### src/hw/fsq_defines.vh
// Constants for the flash program and erase sequencer
// What this block does
// - Abort when accumulated program or erase time overruns
// - At most six program pulses per byte
// - Pulse counts truncate; erase pulse doubles per failed verify, up to eight times nominal
// - Verify setup counts round up, never short
// - Untabulated clock: scale the ten megahertz counts
// - On-chip RAM at sixteen megahertz counts
// - External memory at ten megahertz counts
// - Guard timer preload selected by clock range
// - Wait states held off while sequence runs
// - Guard timer spans one fixed uninterrupted sequence
// - Prewrite every byte with zero before erase
// - Emulated RAM area also prewritten with zero
// - Leave program mode, all mode bits low
// - Wait long verify setup before each program or prewrite verify read; erase verify waits the short one
// - Erase verify expects every byte all ones
// - Erase error after 602 failed erase verifies
`ifndef FSQ_DEFINES_VH
`define FSQ_DEFINES_VH

`define FSQ_CLK_MHZ 40
`define FSQ_PROG_PULSE_NS 15800
`define FSQ_ERASE_PULSE_NS 6250000
`define FSQ_VS1_NS 4000
`define FSQ_VS2_NS 2000
`define FSQ_PROG_TOTAL_NS 1000000
`define FSQ_ERASE_TOTAL_MS 30000
`define FSQ_PROG_PULSE_CYC ((`FSQ_PROG_PULSE_NS * `FSQ_CLK_MHZ) / 1000)
`define FSQ_ERASE_PULSE_CYC ((`FSQ_ERASE_PULSE_NS * `FSQ_CLK_MHZ) / 1000)
`define FSQ_VS1_CYC ((`FSQ_VS1_NS * `FSQ_CLK_MHZ + 999) / 1000)
`define FSQ_VS2_CYC ((`FSQ_VS2_NS * `FSQ_CLK_MHZ + 999) / 1000)
`define FSQ_PROG_TOTAL_CYC ((`FSQ_PROG_TOTAL_NS * `FSQ_CLK_MHZ) / 1000)
`define FSQ_ERASE_TOTAL_CYC (`FSQ_ERASE_TOTAL_MS * `FSQ_CLK_MHZ * 1000)

`define FSQ_REF10_PROG 19
`define FSQ_REF10_VS1 7
`define FSQ_REF10_VS2 4
`define FSQ_REF10_ERASE 3906
`define FSQ_SCALE_DN(c) ((`FSQ_CLK_MHZ * (c)) / 10)
`define FSQ_SCALE_UP(c) ((`FSQ_CLK_MHZ * (c) + 9) / 10)

`define FSQ_RAM16_PROG 32'h0000001F
`define FSQ_RAM16_VS1 32'h0000000B
`define FSQ_RAM16_VS2 32'h00000006
`define FSQ_RAM16_ERASE 32'h00001869
`define FSQ_EXT10_PROG 32'h00000006
`define FSQ_EXT10_VS1 32'h00000003
`define FSQ_EXT10_VS2 32'h00000002
`define FSQ_EXT10_ERASE 32'h00000516

`define FSQ_GUARD_HI 16'hA57F
`define FSQ_GUARD_LO 16'hA57E
`define FSQ_GUARD_DIV 65536
`define FSQ_LOOP_DIV 20
`define FSQ_RD_LAT 4

`define FSQ_MAX_PROG_TRIES 3'h6
`define FSQ_MAX_ERASE_VERIFY 10'h25A
`define FSQ_PREWRITE_DATA 8'h00
`define FSQ_ERASED_DATA 8'hFF

`define FSQ_REG_CTRL 4'h0
`define FSQ_REG_STATUS 4'h1
`define FSQ_REG_MASK 4'h2
`define FSQ_REG_START 4'h3
`define FSQ_REG_END 4'h4
`define FSQ_REG_DATA 4'h5
`define FSQ_REG_PROGCNT 4'h6
`define FSQ_REG_ERASECNT 4'h7
`define FSQ_REG_VS1 4'h8
`define FSQ_REG_VS2 4'h9
`define FSQ_REG_GUARD 4'hA
`define FSQ_REG_STATE 4'hB

`define FSQ_CTRL_PROG 0
`define FSQ_CTRL_ERASE 1
`define FSQ_CTRL_WAIT 2
`define FSQ_CTRL_EMUL 3
`define FSQ_CTRL_PROFILE_LO 4
`define FSQ_CTRL_PROFILE_HI 5
`define FSQ_CTRL_LOAD 6
`define FSQ_CTRL_SLOWCLK 7

`define FSQ_ST_DONE 0
`define FSQ_ST_PROGFAIL 1
`define FSQ_ST_ERASEFAIL 2
`define FSQ_ST_GUARD 3
`define FSQ_ST_TIME 4
`define FSQ_ST_WIDTH 5

`endif

### src/hw/fsq_placeholder_unused.v
// Intentionally empty
`timescale 1ns/1ps

### src/hw/fsq_sequencer.v
// Sequencer driving flash mode bits for program, prewrite and erase
//
// Implementation choices: the address map and the strobed register port.
`timescale 1ns/1ps
`include "fsq_defines.vh"
module fsq_sequencer #(
	parameter [31:0] ERASE_PULSE_CYC = `FSQ_ERASE_PULSE_CYC,
	parameter [31:0] PROG_TOTAL_CYC = `FSQ_PROG_TOTAL_CYC,
	parameter [31:0] ERASE_TOTAL_CYC = `FSQ_ERASE_TOTAL_CYC,
	parameter [31:0] GUARD_DIV = `FSQ_GUARD_DIV,
	parameter [31:0] LOOP_DIV = `FSQ_LOOP_DIV,
	parameter [31:0] RD_LAT = `FSQ_RD_LAT
) (
	input wire clock,
	input wire arst_n,
	input wire [3:0] regAddr,
	input wire [31:0] regWrData,
	input wire regWrite,
	input wire regRead,
	output reg [31:0] regRdData,
	output reg irq,
	output reg [15:0] flashAddr,
	output reg [7:0] flashWrData,
	output reg flashWrite,
	output reg flashReadEnable,
	input wire [7:0] flashRdData,
	output reg progBit,
	output reg eraseBit,
	output reg programVerifyBit,
	output reg eraseVerifyBit,
	output reg waitStateEnable,
	output reg ramEmulation
);
	localparam S_IDLE = 4'h0;
	localparam S_WRITE = 4'h1;
	localparam S_PSET = 4'h2;
	localparam S_PULSE = 4'h3;
	localparam S_VWAIT = 4'h4;
	localparam S_RWAIT = 4'h5;
	localparam S_ESET = 4'h6;
	localparam S_EPULSE = 4'h7;
	localparam S_EVWRITE = 4'h8;
	localparam S_EVWAIT = 4'h9;
	localparam S_EVREAD = 4'hA;
	localparam S_EVEND = 4'hB;

	reg [3:0] state_q;
	reg busy_q, prewrite_q;
	reg [15:0] curAddr_q, startAddr_q, endAddr_q;
	reg [7:0] data_q, rdMeta_q, rdSync_q;
	reg [2:0] attempt_q;
	reg [9:0] evCount_q;
	reg [1:0] eraseShift_q;
	reg blockBad_q;
	reg [31:0] progCnt_q, eraseCnt_q, vs1_q, vs2_q;
	reg [15:0] guardSet_q, guard_q;
	reg [`FSQ_ST_WIDTH-1:0] status_q, mask_q;
	reg waitCfg_q, loopMode_q;
	reg [31:0] loopDiv_q, guardDiv_q, progTime_q, eraseTime_q;
	reg loopTick_q, guardTick_q;
	reg cntLoad_q;
	reg [31:0] cntValue_q;
	reg evDone_q, evProgFail_q, evEraseFail_q, evGuard_q, evTime_q;
	wire cntExpired;

	wire wrCtrl = regWrite && (regAddr == `FSQ_REG_CTRL);
	wire startProg = wrCtrl && regWrData[`FSQ_CTRL_PROG] && !busy_q;
	wire startErase = wrCtrl && regWrData[`FSQ_CTRL_ERASE] && !regWrData[`FSQ_CTRL_PROG] && !busy_q;
	wire startAny = startProg || startErase;
	wire cfgWrite = regWrite && !busy_q;
	wire guardOver = guardTick_q && (guard_q == 16'hFFFF);
	wire timeOver = (progTime_q > PROG_TOTAL_CYC) || (eraseTime_q > ERASE_TOTAL_CYC);
	wire abortNow = busy_q && (guardOver || timeOver);
	wire cntTick = loopMode_q ? loopTick_q : 1'b1;
	wire [7:0] expectData = prewrite_q ? `FSQ_PREWRITE_DATA : data_q;
	wire byteDone = (state_q == S_RWAIT) && cntExpired && (rdSync_q == expectData);
	wire rdStatus = regRead && (regAddr == `FSQ_REG_STATUS);
	wire [`FSQ_ST_WIDTH-1:0] events = {evTime_q, evGuard_q, evEraseFail_q, evProgFail_q, evDone_q};
	// Set wins over the clearing read so no event is lost
	wire [`FSQ_ST_WIDTH-1:0] statusD = (rdStatus ? {`FSQ_ST_WIDTH{1'b0}} : status_q) | events;

	fsq_down_counter #(.WIDTH(32)) intervalTimer (
		.clock(clock),
		.arst_n(arst_n),
		.load(cntLoad_q),
		.loadValue(cntValue_q),
		.tick(cntTick),
		.running(),
		.expired(cntExpired)
	);

	// Read data arrives asynchronously from the array
	always @(posedge clock or negedge arst_n) begin
		if (!arst_n) begin
			rdMeta_q <= 8'h00;
			rdSync_q <= 8'h00;
		end else begin
			rdMeta_q <= flashRdData;
			rdSync_q <= rdMeta_q;
		end
	end

	always @(posedge clock or negedge arst_n) begin
		if (!arst_n) begin
			loopDiv_q <= 32'h00000000;
			loopTick_q <= 1'b0;
			guardDiv_q <= 32'h00000000;
			guardTick_q <= 1'b0;
		end else begin
			loopTick_q <= (loopDiv_q >= LOOP_DIV - 32'h00000001);
			loopDiv_q <= (loopDiv_q >= LOOP_DIV - 32'h00000001) ? 32'h00000000 :
				loopDiv_q + 32'h00000001;
			guardTick_q <= (guardDiv_q >= GUARD_DIV - 32'h00000001);
			guardDiv_q <= (startAny || guardDiv_q >= GUARD_DIV - 32'h00000001) ? 32'h00000000 :
				guardDiv_q + 32'h00000001;
		end
	end

	// Guard runs untouched from start to end; nothing pauses it
	always @(posedge clock or negedge arst_n) begin
		if (!arst_n) begin
			guard_q <= 16'h0000;
			progTime_q <= 32'h00000000;
			eraseTime_q <= 32'h00000000;
		end else if (startAny) begin
			guard_q <= regWrData[`FSQ_CTRL_SLOWCLK] ? `FSQ_GUARD_LO : `FSQ_GUARD_HI;
			progTime_q <= 32'h00000000;
			eraseTime_q <= 32'h00000000;
		end else if (busy_q) begin
			if (guardTick_q)
				guard_q <= guard_q + 16'h0001;
			// Program time budget is per byte
			if (byteDone)
				progTime_q <= 32'h00000000;
			else if (progBit)
				progTime_q <= progTime_q + 32'h00000001;
			if (eraseBit)
				eraseTime_q <= eraseTime_q + 32'h00000001;
		end
	end

	// Timing and address settings are frozen while a sequence runs
	always @(posedge clock or negedge arst_n) begin
		if (!arst_n) begin
			startAddr_q <= 16'h0000;
			endAddr_q <= 16'h0000;
			data_q <= 8'h00;
			progCnt_q <= `FSQ_PROG_PULSE_CYC;
			eraseCnt_q <= ERASE_PULSE_CYC;
			vs1_q <= `FSQ_VS1_CYC;
			vs2_q <= `FSQ_VS2_CYC;
			guardSet_q <= `FSQ_GUARD_HI;
			mask_q <= {`FSQ_ST_WIDTH{1'b0}};
			waitCfg_q <= 1'b0;
			ramEmulation <= 1'b0;
			loopMode_q <= 1'b0;
		end else if (cfgWrite) begin
			case (regAddr)
				`FSQ_REG_START: startAddr_q <= regWrData[15:0];
				`FSQ_REG_END: endAddr_q <= regWrData[15:0];
				`FSQ_REG_DATA: data_q <= regWrData[7:0];
				`FSQ_REG_PROGCNT: progCnt_q <= regWrData;
				`FSQ_REG_ERASECNT: eraseCnt_q <= regWrData;
				`FSQ_REG_VS1: vs1_q <= regWrData;
				`FSQ_REG_VS2: vs2_q <= regWrData;
				`FSQ_REG_GUARD: guardSet_q <= regWrData[15:0];
				`FSQ_REG_MASK: mask_q <= regWrData[`FSQ_ST_WIDTH-1:0];
				`FSQ_REG_CTRL: begin
					waitCfg_q <= regWrData[`FSQ_CTRL_WAIT];
					ramEmulation <= regWrData[`FSQ_CTRL_EMUL];
					guardSet_q <= regWrData[`FSQ_CTRL_SLOWCLK] ? `FSQ_GUARD_LO : `FSQ_GUARD_HI;
					if (regWrData[`FSQ_CTRL_LOAD]) begin
						case (regWrData[`FSQ_CTRL_PROFILE_HI:`FSQ_CTRL_PROFILE_LO])
							2'h1: begin
								progCnt_q <= `FSQ_RAM16_PROG;
								eraseCnt_q <= `FSQ_RAM16_ERASE;
								vs1_q <= `FSQ_RAM16_VS1;
								vs2_q <= `FSQ_RAM16_VS2;
								loopMode_q <= 1'b1;
							end
							2'h2: begin
								progCnt_q <= `FSQ_EXT10_PROG;
								eraseCnt_q <= `FSQ_EXT10_ERASE;
								vs1_q <= `FSQ_EXT10_VS1;
								vs2_q <= `FSQ_EXT10_VS2;
								loopMode_q <= 1'b1;
							end
							2'h3: begin
								progCnt_q <= `FSQ_SCALE_DN(`FSQ_REF10_PROG);
								eraseCnt_q <= `FSQ_SCALE_DN(`FSQ_REF10_ERASE);
								vs1_q <= `FSQ_SCALE_UP(`FSQ_REF10_VS1);
								vs2_q <= `FSQ_SCALE_UP(`FSQ_REF10_VS2);
								loopMode_q <= 1'b1;
							end
							default: begin
								progCnt_q <= `FSQ_PROG_PULSE_CYC;
								eraseCnt_q <= ERASE_PULSE_CYC;
								vs1_q <= `FSQ_VS1_CYC;
								vs2_q <= `FSQ_VS2_CYC;
								loopMode_q <= 1'b0;
							end
						endcase
					end
				end
				default: begin
				end
			endcase
		end
	end

	always @(posedge clock or negedge arst_n) begin
		if (!arst_n) begin
			state_q <= S_IDLE;
			busy_q <= 1'b0;
			prewrite_q <= 1'b0;
			curAddr_q <= 16'h0000;
			attempt_q <= 3'h0;
			evCount_q <= 10'h000;
			eraseShift_q <= 2'h0;
			blockBad_q <= 1'b0;
			cntLoad_q <= 1'b0;
			cntValue_q <= 32'h00000000;
			flashAddr <= 16'h0000;
			flashWrData <= 8'h00;
			flashWrite <= 1'b0;
			flashReadEnable <= 1'b0;
			progBit <= 1'b0;
			eraseBit <= 1'b0;
			programVerifyBit <= 1'b0;
			eraseVerifyBit <= 1'b0;
			evDone_q <= 1'b0;
			evProgFail_q <= 1'b0;
			evEraseFail_q <= 1'b0;
			evGuard_q <= 1'b0;
			evTime_q <= 1'b0;
		end else begin
			cntLoad_q <= 1'b0;
			flashWrite <= 1'b0;
			evDone_q <= 1'b0;
			evProgFail_q <= 1'b0;
			evEraseFail_q <= 1'b0;
			evGuard_q <= 1'b0;
			evTime_q <= 1'b0;
			if (abortNow) begin
				state_q <= S_IDLE;
				busy_q <= 1'b0;
				progBit <= 1'b0;
				eraseBit <= 1'b0;
				programVerifyBit <= 1'b0;
				eraseVerifyBit <= 1'b0;
				flashReadEnable <= 1'b0;
				evGuard_q <= guardOver;
				evTime_q <= !guardOver;
			end else begin
				case (state_q)
					S_IDLE: begin
						if (startAny) begin
							busy_q <= 1'b1;
							prewrite_q <= startErase;
							curAddr_q <= startAddr_q;
							attempt_q <= 3'h0;
							evCount_q <= 10'h000;
							eraseShift_q <= 2'h0;
							state_q <= S_WRITE;
						end
					end
					S_WRITE: begin
						flashAddr <= curAddr_q;
						flashWrData <= expectData;
						flashWrite <= 1'b1;
						state_q <= S_PSET;
					end
					S_PSET: begin
						cntValue_q <= progCnt_q;
						cntLoad_q <= 1'b1;
						attempt_q <= attempt_q + 3'h1;
						state_q <= S_PULSE;
					end
					S_PULSE: begin
						progBit <= !cntExpired;
						if (cntExpired) begin
							programVerifyBit <= !prewrite_q;
							cntValue_q <= vs1_q;
							cntLoad_q <= 1'b1;
							state_q <= S_VWAIT;
						end
					end
					S_VWAIT: begin
						if (cntExpired) begin
							flashReadEnable <= 1'b1;
							cntValue_q <= RD_LAT;
							cntLoad_q <= 1'b1;
							state_q <= S_RWAIT;
						end
					end
					S_RWAIT: begin
						if (cntExpired) begin
							flashReadEnable <= 1'b0;
							programVerifyBit <= 1'b0;
							if (rdSync_q == expectData) begin
								attempt_q <= 3'h0;
								if (!prewrite_q) begin
									busy_q <= 1'b0;
									evDone_q <= 1'b1;
									state_q <= S_IDLE;
								end else if (curAddr_q != endAddr_q) begin
									curAddr_q <= curAddr_q + 16'h0001;
									state_q <= S_WRITE;
								end else begin
									prewrite_q <= 1'b0;
									state_q <= S_ESET;
								end
							end else if (attempt_q >= `FSQ_MAX_PROG_TRIES) begin
								busy_q <= 1'b0;
								evProgFail_q <= 1'b1;
								state_q <= S_IDLE;
							end else begin
								state_q <= S_WRITE;
							end
						end
					end
					S_ESET: begin
						cntValue_q <= eraseCnt_q << eraseShift_q;
						cntLoad_q <= 1'b1;
						state_q <= S_EPULSE;
					end
					S_EPULSE: begin
						eraseBit <= !cntExpired;
						if (cntExpired) begin
							eraseVerifyBit <= 1'b1;
							curAddr_q <= startAddr_q;
							blockBad_q <= 1'b0;
							state_q <= S_EVWRITE;
						end
					end
					S_EVWRITE: begin
						flashAddr <= curAddr_q;
						flashWrData <= `FSQ_ERASED_DATA;
						flashWrite <= 1'b1;
						cntValue_q <= vs2_q;
						cntLoad_q <= 1'b1;
						state_q <= S_EVWAIT;
					end
					S_EVWAIT: begin
						if (cntExpired) begin
							flashReadEnable <= 1'b1;
							cntValue_q <= RD_LAT;
							cntLoad_q <= 1'b1;
							state_q <= S_EVREAD;
						end
					end
					S_EVREAD: begin
						if (cntExpired) begin
							flashReadEnable <= 1'b0;
							if (rdSync_q != `FSQ_ERASED_DATA)
								blockBad_q <= 1'b1;
							if (curAddr_q != endAddr_q) begin
								curAddr_q <= curAddr_q + 16'h0001;
								state_q <= S_EVWRITE;
							end else begin
								state_q <= S_EVEND;
							end
						end
					end
					S_EVEND: begin
						eraseVerifyBit <= 1'b0;
						evCount_q <= evCount_q + 10'h001;
						if (!blockBad_q) begin
							busy_q <= 1'b0;
							evDone_q <= 1'b1;
							state_q <= S_IDLE;
						end else if (evCount_q + 10'h001 >= `FSQ_MAX_ERASE_VERIFY) begin
							busy_q <= 1'b0;
							evEraseFail_q <= 1'b1;
							state_q <= S_IDLE;
						end else begin
							if (eraseShift_q < 2'h3)
								eraseShift_q <= eraseShift_q + 2'h1;
							state_q <= S_ESET;
						end
					end
					default: begin
						state_q <= S_IDLE;
						busy_q <= 1'b0;
					end
				endcase
			end
		end
	end

	// Wait states may only take effect once the sequence is over
	always @(posedge clock or negedge arst_n) begin
		if (!arst_n) begin
			waitStateEnable <= 1'b0;
			status_q <= {`FSQ_ST_WIDTH{1'b0}};
			irq <= 1'b0;
			regRdData <= 32'h00000000;
		end else begin
			waitStateEnable <= waitCfg_q && !busy_q && !startAny;
			status_q <= statusD;
			irq <= |(statusD & mask_q);
			regRdData <= 32'h00000000;
			if (regRead) begin
				case (regAddr)
					`FSQ_REG_CTRL: regRdData <= {24'h000000, loopMode_q, 3'h0,
						ramEmulation, waitCfg_q, 2'h0};
					`FSQ_REG_STATUS: regRdData <= {27'h0000000, status_q};
					`FSQ_REG_MASK: regRdData <= {27'h0000000, mask_q};
					`FSQ_REG_START: regRdData <= {16'h0000, startAddr_q};
					`FSQ_REG_END: regRdData <= {16'h0000, endAddr_q};
					`FSQ_REG_DATA: regRdData <= {24'h000000, data_q};
					`FSQ_REG_PROGCNT: regRdData <= progCnt_q;
					`FSQ_REG_ERASECNT: regRdData <= eraseCnt_q;
					`FSQ_REG_VS1: regRdData <= vs1_q;
					`FSQ_REG_VS2: regRdData <= vs2_q;
					`FSQ_REG_GUARD: regRdData <= {16'h0000, guardSet_q};
					`FSQ_REG_STATE: regRdData <= {12'h000, busy_q, prewrite_q, state_q,
						attempt_q, 1'b0, evCount_q};
					default: regRdData <= 32'h00000000;
				endcase
			end
		end
	end
endmodule

### src/hw/fsq_down_counter.v
// Loadable down-counter timing one pulse or wait interval
`timescale 1ns/1ps
module fsq_down_counter #(
	parameter WIDTH = 32
) (
	input wire clock,
	input wire arst_n,
	input wire load,
	input wire [WIDTH-1:0] loadValue,
	input wire tick,
	output reg running,
	output reg expired
);
	reg [WIDTH-1:0] count_q;

	// Expiry seen on the last tick, so a pulse lasts exactly its count
	always @* begin
		expired = running && !load && tick && (count_q <= {{(WIDTH-1){1'b0}}, 1'b1});
	end

	// Zero load still lasts one tick so no interval is skipped
	always @(posedge clock or negedge arst_n) begin
		if (!arst_n) begin
			count_q <= {WIDTH{1'b0}};
			running <= 1'b0;
		end else if (load) begin
			count_q <= loadValue;
			running <= 1'b1;
		end else if (expired) begin
			count_q <= {WIDTH{1'b0}};
			running <= 1'b0;
		end else if (running && tick) begin
			count_q <= count_q - {{(WIDTH-1){1'b0}}, 1'b1};
		end
	end
endmodule

### config.mk
export PLATFORM = sky130hd
export DESIGN_NAME = fsq_sequencer
export DESIGN_NICKNAME = d
export VERILOG_FILES = /design/src/hw/fsq_placeholder_unused.v /design/src/hw/fsq_sequencer.v /design/src/hw/fsq_down_counter.v
export VERILOG_INCLUDE_DIRS = /design/src /design/src/hw
export SDC_FILE = /design/constraint.sdc
export NUM_CORES = 1
export LEC_CHECK = 0
export BUFFER_PORTS_ARGS = -buffer_cell sky130_fd_sc_hd__buf_2
export CELL_PAD_IN_SITES_DETAIL_PLACEMENT = 1
export CELL_PAD_IN_SITES_GLOBAL_PLACEMENT = 2
export CORE_MARGIN = 5
export CORE_UTILIZATION = 43
export CTS_BUF_LIST = sky130_fd_sc_hd__clkbuf_4 sky130_fd_sc_hd__clkbuf_8
export CTS_CLUSTER_DIAMETER = 120
export DETAILED_ROUTE_END_ITERATION = 8
export GPL_TIMING_DRIVEN = 0
export PLACE_DENSITY = 0.85
export SYNTH_ARGS = -nofsm -noshare
export SYNTH_HDL_FRONTEND = slang
export SYNTH_SLANG_ARGS = --single-unit
### constraint.sdc
create_clock -name clock -period 7.1 [get_ports clock]
set_input_delay 2.13 -clock clock [delete_from_list [all_inputs] [get_ports clock]]
set_output_delay 2.13 -clock clock [all_outputs]
set_load 0.005 [all_outputs]
==> results.txt, run 1 <==
outcome - complete, no violations
Routed Antenna Nets - 0
Max Fclk - 185 MHz
Int Power - 5.33 mW
number of H-tree levels - 3
Cell Pwr Density - 251 mW/mm^2
core area - 0.0592 mm^2
DIE AREA - 0.0650 mm^2
TritonCTS Buffers - 93
cell area after synthesis - 0.0258 mm^2
remaining routing DRC violations - 0
Worst Hold End - rdSync_q[3]$_DFF_PN0_
Final setup viols - 0
pin count of the biggest net entering global routing - 124
Placer Congestion - 0.936
critical path's top delay family - simple AND/OR/NAND/NOR gates
via count - 22,100
initial antenna violation count - 1
R2R depth - 9
Synthesis Warnings - 0
number of synthesized flops with an enable pin - 0
starting density of the core - 43.5%
Final Hold Fails - 0
Main synth FF type - dfrtp_1
CP max stage delay - 0.78 ns
most common cell after layout, fill and taps aside - dfrtp_1
Syn Inst Count - 2,534
Comb power frac - 9.1%
Clock Sinks - 532
worst path bufs/invs - 4
top-area cell type share of the netlist area - 49.0%
layout cells sized above 1 - 16.5%
syn_area_per_cell - 10.2 um^2
drt first-iter violations - 2,228
# Post-CTS Setup Buffers - 0
Setup CP Type - primary input to flip-flop
port bufs - 106
max cap viols - 0
sequential group share of total power - 50.2%
Area Growth Syn to Fin - 14.7%
clk slew on worst S/H paths - 0.06 ns
Distinct cells, synth - 87
flip-flop and latch count after synthesis - 532
drt first pass iters - 8
Synth area leader - dfrtp_1
slew of the pin with the lowest slew margin - 1.41 ns
Worst-Skew Late Latency - 0.72 ns
grt total ovfl - 0
asr flop ratio synth - 100%
Max rail drop VDD - 0.127 mV
first-pass GRT wire length - 141 mm
Hold Path Depth - 0
Crit Path Max Fanout - 10
hold_buf cts - 0
Total Routing Usage GR - 27.8%
WP data required - 7.69 ns
PostCTS Resize Cnt - 0
Routed WL - 90.7 mm
switching share of power - 28.1%
synth top area cells - dfrtp_1 49%, nand2_1 5.4%, o21ai_0 4.0%
CTS tree - built
leakage - 13.0 nW
vias in the first global route - 23,500
CP cell instances - clkbuf_1 -> or4_1 -> buf_2 -> nor3_2 -> o22ai_1 -> a21oi_2 -> and3_1 -> clkbuf_1 -> buf_2 -> a21oi_1
post-layout min period - 5.41 ns
die height - 255 um
min-delay src - rdMeta_q[3]$_DFF_PN0_
die width - 255 um
CP max stage cell - nor3_2
Final Net Count - 2,850
PnR worst setup slack - 1.69 ns
Psw - 2.09 mW
Worst slew margin - 5.46%
CTS Buffer Depth - 3
vias per cell - 6.09
RSZ-0062 raised after global routing - no
DP HPWL - 66.0 mm
element type at the critical path end - flip-flop
most frequent cells in the layout - 505 x dfrtp_1, 371 x nand2_1, 205 x o21ai_0
RR Startpoint - busy_q$_DFFE_PN0P_
sequential share of the synthesized area - 51.8%
period utilization - 76.1%
clk_skew - 0.0363 ns
Pins Over Slew Limit - 0
pre-CTS setup slack - 1.03 ns
fillcell total - 6,685
reg2reg end - curAddr_q[2]$_DFFE_PN0P_
Reg2Reg Setup Slack - 3.07 ns
# rows - 89
Clk network pwr share - 40.7%
WP data arrival - 5.99 ns
wire length per cell - 25.0 um
Min-Delay Path Class - flip-flop to flip-flop
num ports - 113
fin util - 49.9%
crit start category - primary input
CTS root buffer - clkbuf_8
cells in the mapped netlist (all sizes together), types with 31 or more instances:
cell,n
a22oi,80
xor2,57
o31ai,40
xnor2,38
dfrtp,505
a21oi,116
nor4,40
nor3,44
or4,33
nand2,371
nand3,80
clkbuf,141
mux2,104
nand4,31
a222oi,38
nor2,144
o21ai,213
inv,40
state kept, by name, indices dropped and copies added, names as in the netlist, 32 cells and up:
name,cells
cntValue_q,32
eraseCnt_q,32
eraseTime_q,32
guardDiv_q,32
intervalTimer.count_q,32
loopDiv_q,32
progCnt_q,32
progTime_q,32
regRdData,32
vs1_q,32
vs2_q,32
worst register-to-register path: stages, from the launching register on:
cell and delay, ns:
dfrtp_1 0.36, clkbuf_1 0.26, nand2b_1 0.38, nor3_2 0.81, o22ai_1 0.29, a21oi_2 0.71, and3_1 0.27, clkbuf_1 0.39
buf_2 0.33, a21oi_1 0.12
cells by family (layout without fill, tap and decap cells):
kind of cell	Yosys count	in the layout	share of synthesized area, %
xor+xnor	95	95	3.23
buf+inv	203	482	3.10
fa+ha+maj	20	20	0.971
other cells	1	45	0.0145
compound gates	654	654	16.8
flops	532	532	51.8
mux	141	141	7.48
simple gates	888	888	16.7
worst max-delay path by stage:
stage / from / cells after the start / end / slack, ns
floorplan: regAddr[1] / 9 / eraseTime_q[29]$_DFFE_PN0P_ / 2.53
detailed placement: regAddr[0] / 10 / curAddr_q[2]$_DFFE_PN0P_ / 1.03
CTS: regAddr[0] / 10 / curAddr_q[2]$_DFFE_PN0P_ / 1.81
global route: regAddr[0] / 10 / curAddr_q[2]$_DFFE_PN0P_ / 1.65
global placement: arst_n / 1 / curAddr_q[15]$_DFFE_PN0P_ / -7.00
finish: regAddr[0] / 10 / curAddr_q[2]$_DFFE_PN0P_ / 1.69
power groups by stage:
stage,logic (mW),clock network [mW],registers [mW]
2_1_floorplan,0.432,0,3.60
3_3_place_gp,0.625,0,3.74
3_5_place_dp,0.670,0,3.75
4_1_cts,0.675,3.09,3.70
5_1_grt,0.754,3.23,3.74
6_report,0.674,3.02,3.72
metal layers:
layer  vias to the layer above  share of wire, %  GRT usage [%]
met5                         -                 0              0
met4                         0               4.1           11.6
met3                       206               6.2           4.40
met2                       827                48           44.8
met1                     11300                42           37.7
li1                       9758                 -              -
area by class of cell:
| class | instances | area (um^2) | share of cell area (%) |
|---|---|---|---|
| sequential | 532 | 13300 | 45.2 |
| multi-input combinational | 1841 | 11800 | 39.9 |
| clock buffer | 148 | 1820 | 6.15 |
| tap | 773 | 967 | 3.27 |
| timing repair buffer | 111 | 656 | 2.22 |
| buffer | 163 | 648 | 2.19 |
| clock inverter | 20 | 175 | 0.593 |
| inverter | 40 | 150 | 0.508 |
| antenna | 2 | 5.00 | 0.0169 |
stage by stage:
step	hold slack [ns]	instance area [um^2]	std cells	setup TNS, ns	power, mW
2_1_floorplan	0.331	25900	2576	0	4.03
3_3_place_gp	0.332	27400	3455	-3591.27	4.36
3_5_place_dp	0.337	27600	3459	0	4.42
4_1_cts	0.349	29500	3627	0	7.47
5_1_grt	0.354	29600	3629	0	7.73
6_report	0.349	29600	3630	0	7.41
Power figures use the tool's default switching activity.
==> run 2: changes to the inputs <==
- CORE_UTILIZATION: 43 -> 42
- PLACE_DENSITY: 0.85 -> 0.83
- clock period: 7.1 -> 5.37 ns (I/O delays scaled with it)
==> run 2 against run 1 <==
Net effect:
- worst setup slack lost 1.2 ns
- clock skew fell by 0.0047 ns
- power increased by 34%
- sequential cell count unchanged
- first-iteration DRC count decreased by 14%
- combinational power grew 32%
- global-route usage down 0.60 points
- hold slack got worse by 0.010 ns
- largest cell class unchanged
- largest power group unchanged
==> results.txt, run 2 (synthesis results as in run 1) <==
slew of the pin with the lowest slew margin - 1.37 ns (-0.0376 ns)
wire length per cell - 25.1 um (+0.53%)
CTS Buffer Depth - 3 (unchanged)
Total Routing Usage GR - 27.2% (-0.60 points)
initial antenna violation count - 2 (+1)
Final Hold Fails - 0 (unchanged)
Routed Antenna Nets - 0 (unchanged)
die height - 258 um (+1.1%)
drt first-iter violations - 1,927 (-14%)
Min-Delay Path Class - flip-flop to flip-flop
PostCTS Resize Cnt - 0 (unchanged)
starting density of the core - 42.6% (-0.96 points)
grt total ovfl - 0 (unchanged)
post-layout min period - 4.84 ns
post-place instance area - 0.0276 mm^2 (+0.16%)
Worst slew margin - 7.99% (+2.5 points)
first-pass GRT wire length - 143 mm (+1.3%)
Max Fclk - 207 MHz
Setup CP Type - primary input to flip-flop
port bufs - 106 (unchanged)
Final Net Count - 2,853 (+0.11%)
RSZ-0062 raised after global routing - no
PnR worst setup slack - 0.529 ns (-1.17 ns)
max cap viols - 0 (unchanged)
die width - 258 um (+1.1%)
period utilization - 90.2%
leakage - 13.0 nW (+0.47%)
layout cells sized above 1 - 16.6% (+0.18 points)
placed insts - 3,470 (+0.32%)
Routed WL - 91.6 mm (+0.94%)
Max rail drop VDD - 0.186 mV (+47%)
crit start category - primary input
remaining routing DRC violations - 0 (unchanged)
pin count of the biggest net entering global routing - 108 (-13%)
Hold WS - 0.339 ns (-0.0104 ns)
# Post-CTS Setup Buffers - 0 (unchanged)
drt first pass iters - 9 (+1)
core area - 0.0606 mm^2 (+2.3%)
clk_skew - 0.0316 ns (-0.00471 ns)
Cell Pwr Density - 334 mW/mm^2 (+33%)
Placer Congestion - 0.909 (-2.9%)
Pins Over Slew Limit - 0 (unchanged)
vias in the first global route - 23,500 (-0.29%)
clk slew on worst S/H paths - 0.07 ns (about the same)
CTS tree - built
fillcell total - 6,758 (+1.1%)
Worst-Skew Late Latency - 0.69 ns (-0.03 ns)
Area Growth Syn to Fin - 15.2%
TritonCTS Buffers - 95 (+2.2%)
CTS root buffer - clkbuf_8
DIE AREA - 0.0664 mm^2 (+2.3%)
via count - 22,100 (-0.27%)
DP HPWL - 66.7 mm (+1.0%)
Design Area, Final - 0.0297 mm^2 (+0.44%)
element type at the critical path end - flip-flop
Overall Power - 9.93 mW (+34%)
outcome - complete, no violations
Final setup viols - 0 (unchanged)
Crit Path Max Fanout - 10 (unchanged)
Clock Sinks - 532 (unchanged)
num ports - 113 (unchanged)
hold_buf cts - 0 (unchanged)
number of H-tree levels - 3 (unchanged)
fin cells - 3,645 (+0.41%)
fin util - 49.0% (-0.89 points)
most frequent cells in the layout - 505 x dfrtp_1, 371 x nand2_1, 205 x o21ai_0
# rows - 90 (+1.1%)
WP data required - 5.91 ns (-1.78 ns)
TNS Setup - 0 ns (unchanged)
vias per cell - 6.05 (-0.68%)
pre-CTS setup slack - -0.0333 ns (-1.07 ns)
WP data arrival - 5.39 ns (-0.60 ns)
most common cell after layout, fill and taps aside - dfrtp_1
-- run 2: cell types whose count changed in the layout (fill, tap and decap cells not counted) --
| cell | delta |
|---|---|
| inv_8 | -1 |
| inv_12 | -1 |
| clkinv_2 | +5 |
| clkbuf_8 | +12 |
| clkinvlp_4 | +1 |
| clkbuf_4 | -9 |
| inv_6 | -1 |
| clkbuf_2 | -1 |
| buf_16 | +1 |
| bufinv_16 | +1 |
| buf_2 | +1 |
| clkinv_8 | -2 |
-- run 2: power breakdown --
part	total [mW]	switching (mW)	leakage (nW)	internal, mW
combinational	0.892	0.503	5.07	0.388
sequential	4.92	0.472	6.82	4.45
clock	4.12	1.76	1.12	2.36
total	9.93	2.74	13.0	7.19
-- run 2: metal layers --
metal	track usage (%)	vias to the layer above	wire (um)
li1	-	9762	-
met1	37.2	11400	40100
met2	44.6	760	43300
met3	4.50	165	5260
met4	8.69	0	2900
met5	0	-	0
-- run 2: worst max-delay path, cell delays in order --
cell,delay [ns]
clkbuf_1,0.19
or4_1,0.52
buf_2,0.18
nor3_2,0.78
o22ai_1,0.26
a21oi_2,0.71
and3_1,0.25
clkbuf_1,0.39
buf_2,0.35
a21oi_1,0.11
-- run 2: final timing paths --
check                      cells past startpoint                       from                          to  slack (ns)
max in group asynchronous                      4                     arst_n  guardSet_q[15]$_DFFE_PN1P_        2.78
max reg2reg                                    8  progTime_q[2]$_DFFE_PN0P_   curAddr_q[13]$_DFFE_PN0P_        1.22
min in group asynchronous                      1                     arst_n    guardDiv_q[18]$_DFF_PN0_        0.84
max                                           10                 regAddr[0]   curAddr_q[11]$_DFFE_PN0P_        0.53
min                                            0      rdMeta_q[4]$_DFF_PN0_       rdSync_q[4]$_DFF_PN0_        0.34
min reg2reg                                    0      rdMeta_q[4]$_DFF_PN0_       rdSync_q[4]$_DFF_PN0_        0.34
-- run 2: final cells by class --
cell class	count	area, um^2	area share (%)
multi-input cells	1841	11800	39.7
clock inverters	22	169	0.569
well taps	782	978	3.30
clock buffers	151	1920	6.45
repair buffers	112	683	2.30
diodes	2	5.00	0.0169
flip-flops and latches	532	13300	45.0
plain buffers	163	648	2.18
inverters	40	150	0.506
